### config.mk
export PLATFORM = sky130hd
export DESIGN_NAME = frs_sequencer
export DESIGN_NICKNAME = d
export VERILOG_FILES = /design/src/frs_pkg.sv /design/src/frs_tick.sv /design/src/frs_sequencer.sv
export VERILOG_INCLUDE_DIRS = /design/src
export SDC_FILE = /design/constraint.sdc
export NUM_CORES = 1
export LEC_CHECK = 0
export BUFFER_PORTS_ARGS = -buffer_cell sky130_fd_sc_hd__buf_2
export CAP_MARGIN = 20
export CORE_MARGIN = 4
export CORE_UTILIZATION = 51
export DETAILED_ROUTE_END_ITERATION = 10
export HOLD_SLACK_MARGIN = 0.03
export PLACE_DENSITY_LB_ADDON = 0.3
export SETUP_SLACK_MARGIN = 0.15
export SLEW_MARGIN = 20
export SYNTH_ARGS = -nofsm -noshare
export SYNTH_HDL_FRONTEND = slang
export SYNTH_SLANG_ARGS = --single-unit
### constraint.sdc
create_clock -name clk -period 2.28 [get_ports clk]
set_clock_uncertainty 0.05 [all_clocks]
set_input_delay 0.57 -clock clk [delete_from_list [all_inputs] [get_ports clk]]
set_output_delay 0.57 -clock clk [all_outputs]
set_load 0.005 [all_outputs]
### src/frs_defines.svh
// Constants for the fault restart sequencer: codes, ranges and timing counts.
// Assumes a 50 MHz control clock; included by the tick divider and sequencer files.
`ifndef FRS_DEFINES_SVH
`define FRS_DEFINES_SVH

`define FRS_CLK_HZ          50000000
`define FRS_TICK_S_DIV      10
`define FRS_TICK_CYCLES     (`FRS_CLK_HZ / `FRS_TICK_S_DIV)
`define FRS_MODE_TRIP       3'h0
`define FRS_MODE_ZERO       3'h1
`define FRS_MODE_MATCH      3'h2
`define FRS_MODE_MATCH_TRIP 3'h3
`define FRS_MODE_ACTIVE     3'h4
`define FRS_STOP_NO_TRIP    2'h0
`define FRS_STOP_TRIP       2'h1
`define FRS_STOP_NO_DECEL   2'h2
`define FRS_WAIT_MIN        10'h003
`define FRS_WAIT_MAX        10'h3e8
`define FRS_DROP_MAX        10'h0fa
`define FRS_RETRY_MIN       2'h1
`define FRS_RETRY_MAX       2'h3

`endif

### src/frs_pkg.sv
// Types shared by the fault restart sequencer files.
// Assumes frs_defines.svh is on the include path.
package frs_pkg;
    typedef enum logic [2:0] {
        FRS_RS_NONE,
        FRS_RS_ZERO,
        FRS_RS_MATCH,
        FRS_RS_ACTIVE
    } frs_restart_t;

    typedef struct packed {
        logic [2:0] power_fail_restart_mode;
        logic [9:0] dropout_allowed_time;
        logic [9:0] power_fail_retry_wait;
        logic [1:0] stop_state_trip_select;
        logic [2:0] ovoc_restart_mode;
        logic [1:0] ovoc_retry_count;
        logic [9:0] ovoc_retry_wait;
    } frs_cfg_t;

    typedef struct packed {
        logic         output_enable;
        logic         restart_req;
        frs_restart_t restart_kind;
        logic         decel_stop_req;
        logic         undervoltage_error;
        logic         alarm_output;
        logic         trip;
    } frs_ctl_t;
endpackage : frs_pkg

### src/frs_tick.sv
// Divider giving a one-cycle enable every 0.1 s of the control clock.
// Assumes the 50 MHz clock and a synchronous active-high reset.
`timescale 1ns/100ps
`include "frs_defines.svh"

// The period is a parameter so that a bench can shorten the waits to fit a run.
module frs_tick #(
    parameter int unsigned TICK_CYCLES = `FRS_TICK_CYCLES
) (
    input  wire logic clk,
    input  wire logic rst,
    output logic      tick
);
    localparam logic [22:0] LAST = 23'(TICK_CYCLES - 1);

    typedef struct packed {
        logic [22:0] cnt;
        logic        tick;
    } frs_tick_st_t;

    frs_tick_st_t st, next_st;

    always_comb begin
        next_st      = st;
        next_st.tick = 1'b0;
        if (st.cnt == LAST) begin
            next_st.cnt  = '0;
            next_st.tick = 1'b1;
        end else begin
            next_st.cnt = st.cnt + 23'h000001;
        end
    end

    always_ff @(posedge clk) begin
        if (rst) begin
            st <= '0;
        end else begin
            st <= next_st;
        end
    end

    assign tick = st.tick;
endmodule : frs_tick

### src/frs_sequencer.sv
// Fault restart sequencer: reacts to supply dropout and to overvoltage or
// overcurrent faults by tripping or by coasting, waiting and restarting.
// Assumes settings and fault inputs are synchronous to clk; the frequency
// matching and deceleration themselves are done by the drive outside.
`timescale 1ns/100ps
`include "frs_defines.svh"

// Summary of operation
// RL1: Power-fail trip mode: cut output, on timely return raise undervoltage error and alarm.
// RL2: Any dropout immediately disables the output so the motor coasts.
// RL3: Power-fail mode 01: wait after return, restart from zero, no alarm.
// RL4: Power-fail mode 02: wait, frequency-matched restart at held frequency, no alarm.
// RL5: Power-fail mode 03: matched restart after wait, then decelerate and alarm.
// RL6: Power-fail mode 04: wait, active matching restart, alarm stays off.
// RL7: Stop-state setting: 00 no trip, 01 trip, 02 none while stopped or decelerating; the code runs the power-fail sequence for 01 while decelerating.
// RL8: A stop-state dropout trip stays asserted while control power remains.
// RL9: Fault mode: 00 trip, 01 zero, 02 matched, 03 matched then trip, 04 active.
// RL10: Fault restarts repeat up to retry count 1 to 3, then trip.
// RL11: Fault modes 02 and 03 restart by matching at interrupted frequency.
// RL12: Fault restart held off retry wait 0.3 to 100.0 s from detection.
// RL13: Fault still present when wait ends detects trip again.
// RL14: Power-fail retry wait runs from power return, 0.3 to 100.0 s.
// RL15: Restart only if power returns within allowed time 0.3 to 25.0 s.
// RL16: Retry counter cleared on reset; all waits timed in 0.1 s ticks.
// RL17: Reserved setting encodings fall back to the trip response.
module frs_sequencer #(
    parameter int unsigned TICK_CYCLES = `FRS_TICK_CYCLES
) (
    input  wire logic         clk,
    input  wire logic         rst,
    input  frs_pkg::frs_cfg_t cfg,
    input  wire logic         dropout,
    input  wire logic         ovoc_fault,
    input  wire logic         running,
    input  wire logic         decel_stopping,
    input  wire logic         decel_done,
    input  wire logic         control_power,
    output frs_pkg::frs_ctl_t ctl
);
    typedef enum logic [2:0] {
        S_RUN,
        S_PF_OUT,
        S_PF_WAIT,
        S_OV_WAIT,
        S_DECEL,
        S_TRIPPED
    } frs_state_t;

    typedef struct packed {
        frs_state_t        state;
        logic [9:0]        timer;
        logic [1:0]        retries;
        logic [2:0]        mode;
        frs_pkg::frs_ctl_t ctl;
    } frs_st_t;

    frs_st_t st, next_st;
    logic    tick;

    frs_tick #(.TICK_CYCLES(TICK_CYCLES)) u_tick (
        .clk  (clk),
        .rst  (rst),
        .tick (tick)
    );

    // Reserved codes collapse to trip, so an unknown setting never restarts.
    function automatic logic [2:0] legal_mode(input logic [2:0] m);
        legal_mode = (m > `FRS_MODE_ACTIVE) ? `FRS_MODE_TRIP : m; // RL17
    endfunction : legal_mode

    function automatic logic [9:0] clamp_wait(input logic [9:0] w, input logic [9:0] hi);
        clamp_wait = (w < `FRS_WAIT_MIN) ? `FRS_WAIT_MIN : ((w > hi) ? hi : w);
    endfunction : clamp_wait

    function automatic frs_pkg::frs_restart_t kind_of(input logic [2:0] m);
        case (m)
            `FRS_MODE_ZERO:       kind_of = frs_pkg::FRS_RS_ZERO;
            `FRS_MODE_MATCH:      kind_of = frs_pkg::FRS_RS_MATCH; // RL11
            `FRS_MODE_MATCH_TRIP: kind_of = frs_pkg::FRS_RS_MATCH; // RL11
            `FRS_MODE_ACTIVE:     kind_of = frs_pkg::FRS_RS_ACTIVE;
            default:              kind_of = frs_pkg::FRS_RS_NONE;
        endcase
    endfunction : kind_of

    logic [2:0] pf_mode;
    logic [2:0] ov_mode;
    logic [1:0] retry_lim;
    logic       stop_trip;

    always_comb begin
        pf_mode   = legal_mode(cfg.power_fail_restart_mode);
        ov_mode   = legal_mode(cfg.ovoc_restart_mode);
        retry_lim = (cfg.ovoc_retry_count < `FRS_RETRY_MIN) ? `FRS_RETRY_MIN
                                                            : cfg.ovoc_retry_count;
        // Reserved stop-state code reports the trip.
        case (cfg.stop_state_trip_select) // RL7
            `FRS_STOP_NO_TRIP:  stop_trip = 1'b0;
            `FRS_STOP_TRIP:     stop_trip = 1'b1;
            `FRS_STOP_NO_DECEL: stop_trip = 1'b0;
            default:            stop_trip = 1'b1; // RL17
        endcase
    end

    always_comb begin
        next_st                 = st;
        next_st.ctl.restart_req = 1'b0;
        if (tick && st.timer != 10'h000) begin
            next_st.timer = st.timer - 10'h001; // RL16
        end
        case (st.state)
            S_RUN: begin
                if (dropout) begin
                    next_st.ctl.output_enable = 1'b0; // RL2
                    if (!running && !(decel_stopping &&
                        cfg.stop_state_trip_select == `FRS_STOP_TRIP)) begin
                        // Stopped: only the trip report is decided here.
                        if (stop_trip && !(decel_stopping &&
                            cfg.stop_state_trip_select == `FRS_STOP_NO_DECEL)) begin
                            next_st.ctl.trip = 1'b1; // RL7
                        end
                    end else begin
                        next_st.mode  = pf_mode;
                        next_st.timer = clamp_wait(cfg.dropout_allowed_time,
                                                   `FRS_DROP_MAX); // RL15
                        next_st.state = S_PF_OUT;
                    end
                end else if (ovoc_fault) begin
                    next_st.ctl.output_enable = 1'b0;
                    next_st.mode              = ov_mode;
                    if (ov_mode == `FRS_MODE_TRIP || st.retries >= retry_lim) begin
                        next_st.ctl.trip  = 1'b1; // RL10
                        next_st.ctl.alarm_output = 1'b1;
                        next_st.state     = S_TRIPPED;
                    end else begin
                        next_st.retries = st.retries + 2'h1; // RL10
                        next_st.timer   = clamp_wait(cfg.ovoc_retry_wait,
                                                     `FRS_WAIT_MAX); // RL12
                        next_st.state   = S_OV_WAIT;
                    end
                end
            end
            S_PF_OUT: begin
                if (!dropout) begin
                    if (st.mode == `FRS_MODE_TRIP) begin
                        next_st.ctl.undervoltage_error = 1'b1; // RL1
                        next_st.ctl.alarm_output       = 1'b1; // RL1
                        next_st.state                  = S_TRIPPED;
                    end else begin
                        next_st.timer = clamp_wait(cfg.power_fail_retry_wait,
                                                   `FRS_WAIT_MAX); // RL14
                        next_st.state = S_PF_WAIT;
                    end
                end else if (st.timer == 10'h000) begin
                    // Too long a dropout trips in every mode.
                    next_st.ctl.undervoltage_error = 1'b1; // RL15
                    next_st.ctl.alarm_output       = 1'b1;
                    next_st.state                  = S_TRIPPED;
                end
            end
            S_PF_WAIT, S_OV_WAIT: begin
                if (st.state == S_PF_WAIT && dropout) begin
                    next_st.timer = clamp_wait(cfg.dropout_allowed_time, `FRS_DROP_MAX);
                    next_st.state = S_PF_OUT;
                end else if (st.timer == 10'h000) begin
                    if (st.state == S_OV_WAIT && ovoc_fault) begin
                        next_st.state = S_RUN; // RL13
                    end else begin
                        next_st.ctl.output_enable = 1'b1;
                        next_st.ctl.restart_req   = 1'b1; // RL3 RL4 RL6 RL9
                        next_st.ctl.restart_kind  = kind_of(st.mode);
                        if (st.mode == `FRS_MODE_MATCH_TRIP) begin
                            next_st.ctl.decel_stop_req = 1'b1; // RL5
                            next_st.state              = S_DECEL;
                        end else begin
                            next_st.state = S_RUN;
                        end
                    end
                end
            end
            S_DECEL: begin
                if (decel_done) begin
                    next_st.ctl.decel_stop_req = 1'b0;
                    next_st.ctl.alarm_output   = 1'b1; // RL5 RL9
                    next_st.ctl.trip           = 1'b1;
                    next_st.state              = S_TRIPPED;
                end
            end
            S_TRIPPED: begin
                next_st.ctl.output_enable = 1'b0;
            end
            default: begin
                next_st.state = S_TRIPPED;
            end
        endcase
        // A dropout cuts the output in every state, a ramp-down included.
        if (dropout) begin
            next_st.ctl.output_enable = 1'b0; // RL2
        end
        // The stop-state trip holds until control power is lost.
        if (!control_power) begin
            next_st.ctl.trip = 1'b0; // RL8
        end
    end

    always_ff @(posedge clk) begin
        if (rst) begin
            st                   <= '0;
            st.state             <= S_RUN;
            st.ctl.output_enable <= 1'b1;
            st.retries           <= 2'h0; // RL16
        end else begin
            st <= next_st;
        end
    end

    assign ctl = st.ctl;
endmodule : frs_sequencer

==> flow_metrics.env <==
export IMPL_ctsLongestPathBuffers=2
export IMPL_finalSetupViolCount=0
export IMPL_first_pass_iters=5
export IMPL_whs_ns=0.426
export IMPL_cp_end_kind="flip-flop"
export IMPL_die_height_um=88.4
export IMPL_die_area_mm2=0.00781
export IMPL_place_congestion=0.894
export IMPL_swShare=0.402
export IMPL_regToRegEndpoint="ctl[8]$_SDFFE_PP1P_"
export IMPL_cp_arrival_ns=2.36
export IMPL_finalCriticalPeriod_ns=2.21
export IMPL_cts_root_buf="clkbuf_8"
export IMPL_peakVddDrop_mv=0.598
export IMPL_hold_violations=0
export IMPL_outcome="finished, final reports clean"
export IMPL_dieWidth_um=88.4
export IMPL_hold_path_class="flip-flop to flip-flop"
export IMPL_p_per_area_mw_per_mm2=915
export IMPL_finalCritPeriodShare=0.970
export IMPL_p_seq_frac=0.323
export IMPL_hold_end="u_tick.st[1]$_SDFF_PP0_"
export IMPL_avgRoutedWirePerCell_um=15.6
export IMPL_drc=0
export IMPL_clock_latency_ns=0.31
export IMPL_finalPower_mw=3.58
export IMPL_htree_levels=2
export IMPL_syn2layout_area_growth_pct=18.7
export IMPL_grt_overflow=0
export IMPL_grt_max_degree=18
export IMPL_regToRegSetupSlack_ns=0.07
export IMPL_post_dp_cell_area_mm2=0.00364
export IMPL_clockPowerShare=0.187
export IMPL_synth_top_cell_by_area="dfxtp_1"
export IMPL_cp_max_fo=4
export IMPL_p_leak_nw=1.52
export IMPL_clock_sinks=50
export IMPL_fin_tns_setup_ns=0
export IMPL_startpoint_type="flip-flop"
export IMPL_synth_common_cells="nor2_1, dfxtp_1, nand2_1"
export IMPL_numCtsBuffers=5
export IMPL_yosysMostFrequentCell="nor2_1"
export IMPL_ys_ff_latch=50
export IMPL_drive_gt1_frac=0.259
export IMPL_async_reset_ff_frac=0
export IMPL_cts_tree="built"
export IMPL_initial_core_util=0.522
export IMPL_dr_total_vias=3404
export IMPL_postSynthCellCount=430
export IMPL_antennaDiodeCount=0
export IMPL_finalMaxSlewViolations=0
export IMPL_ios=57
export IMPL_rsz0062_at_grt="yes"
export IMPL_drv_cap=0
export IMPL_multi_input_area_mm2=0.00214
export IMPL_grt_antenna_before_repair=0
export IMPL_synth_cell_types=69
export IMPL_worstReg2RegStart="st[14]$_SDFF_PP0_"
export IMPL_fill_cells=580
export IMPL_min_from="u_tick.st[1]$_SDFF_PP0_"
export IMPL_regArea_mm2=0.00101
export IMPL_min_path_cells=1
export IMPL_synth_flop_cell="dfxtp_1"
export IMPL_track_usage=0.230
export IMPL_ff2ff_path_depth=8
export IMPL_power_internal_mw=2.14
export IMPL_cp_required_ns=2.43
export IMPL_drtAntennaViolNets=0
export IMPL_max_freq_mhz=452
export IMPL_portBuffers=55
export IMPL_crit_type="flip-flop to flip-flop"
export IMPL_drt_initial_drc_count=245
export IMPL_path_clk_slew_ns=0.10
export IMPL_drt_total_wl_mm=8.98
export IMPL_grt_pass1_wl_mm=14.2
export IMPL_synthesis_area_mm2=0.00329
export IMPL_core_mm2=0.00631
export IMPL_num_rows=29
export IMPL_avgSynthCellArea_um2=7.66
export IMPL_synth_top_area_share=0.304
export IMPL_yosysSeqAreaShare=0.304
export IMPL_synth_area_leaders="dfxtp_1, nor2_1, nand2_1"
export IMPL_place_hpwl_mm=6.66
export IMPL_post_drt_via_cell_ratio=5.92
export IMPL_comb_power_share=0.490
export IMPL_synth_fp_nets=482
export IMPL_yosysWarnings=0
export IMPL_grt_pass1_vias=3073
export IMPL_synth_edf_count=0
export IMPL_final_nets=549
export IMPL_holdBufCountCts=0
export IMPL_p_sw_mw=1.44
export IMPL_finalInstanceArea_mm2=0.00391
==> power groups by stage <==
stage	clock network (mW)	registers (mW)	logic, mW
3_3_place_gp	0	1.16	1.51
6_report	0.667	1.16	1.75
5_1_grt	0.703	1.17	1.94
3_5_place_dp	0	1.16	1.53
2_1_floorplan	0	1.11	1.18
4_1_cts	0.677	1.15	1.62
==> critical path, cell delays in order, from the launching register on <==
cell and delay, ns:
dfxtp_2 0.35, inv_2 0.08, ha_4 0.14, or4b_4 0.50, or3_4 0.38, a211o_1 0.26, nand3_1 0.07, a21oi_1 0.06
or2_1 0.20
==> layer usage <==
metal	wire [µm]	track usage	vias up	share of wire
li1	-	-	1679	-
met1	4100	0.314	1598	0.46
met2	4240	0.377	113	0.47
met3	489	0.0270	14	0.054
met4	147	0.0755	0	0.016
met5	0	0	-	0
==> how the worst max path moves through the flow <==
stage / startpoint / to / slack, ns / depth (start not counted)
after global routing: u_tick.tick$_SDFF_PP0_ / st[23]$_SDFF_PP0_ / -0.009 / 6
after CTS: st[14]$_SDFF_PP0_ / ctl[8]$_SDFFE_PP1P_ / 0.08 / 8
final: st[14]$_SDFF_PP0_ / ctl[8]$_SDFFE_PP1P_ / 0.07 / 8
after global placement: cfg[10] / st[23]$_SDFF_PP0_ / -0.04 / 9
after detailed placement: cfg[10] / st[17]$_SDFF_PP0_ / -0.09 / 9
after floorplan: st[14]$_SDFF_PP0_ / ctl[8]$_SDFFE_PP1P_ / 0.15 / 8
==> area by class of cell <==
class | count | area share
clock inverters | 3 | 0.0122
clock buffers | 5 | 0.0176
multi-input cells | 342 | 0.547
flip-flops and latches | 50 | 0.258
repair buffers | 85 | 0.128
inverters | 13 | 0.0125
well taps | 77 | 0.0246
==> placed cells by master, fill, tap and decap left out, drive strengths merged, types with 13 or more instances in the layout <==
master,instances
buf,85
nor2,64
dfxtp,50
nand2,43
o21ai,23
nand3,20
nor3,20
a21oi,20
inv,15
xnor2,14
xor2,13
==> logic make-up after synthesis <==
| family | count (synthesis) | synth area share |
|---|---|---|
| flip-flops | 50 | 0.304 |
| AO/OA/AOI/OAI | 100 | 0.215 |
| other | 1 | 0.00114 |
| buffers and inverters | 38 | 0.0710 |
| multiplexers | 2 | 0.00646 |
| AND/OR/NAND/NOR | 208 | 0.315 |
| adder cells (fa/ha/maj) | 4 | 0.0152 |
| XOR/XNOR | 27 | 0.0718 |
==> metrics by stage <==
stage | util | std cells | worst slack [ns]
6_report | 0.619 | 575 | 0.0675
5_1_grt | 0.619 | 575 | -0.00914
4_1_cts | 0.601 | 567 | 0.0771
3_5_place_dp | 0.576 | 556 | -0.0889
3_3_place_gp | 0.576 | 556 | -0.0362
2_1_floorplan | - | 430 | 0.147
==> state kept, by name (all words and copies together), names as in the netlist <==
signal,flops
u_tick.tick,1
ctl,8
u_tick.st,23
st,18
==> what timing repair did <==
action                                  CTS  global route
buffers inserted                          3             8
endpoints found under the setup margin    7            17
gates cloned                              0             0
pin swaps                                 2             5
resized for setup                         5            13
Power figures use the tool's default switching activity.
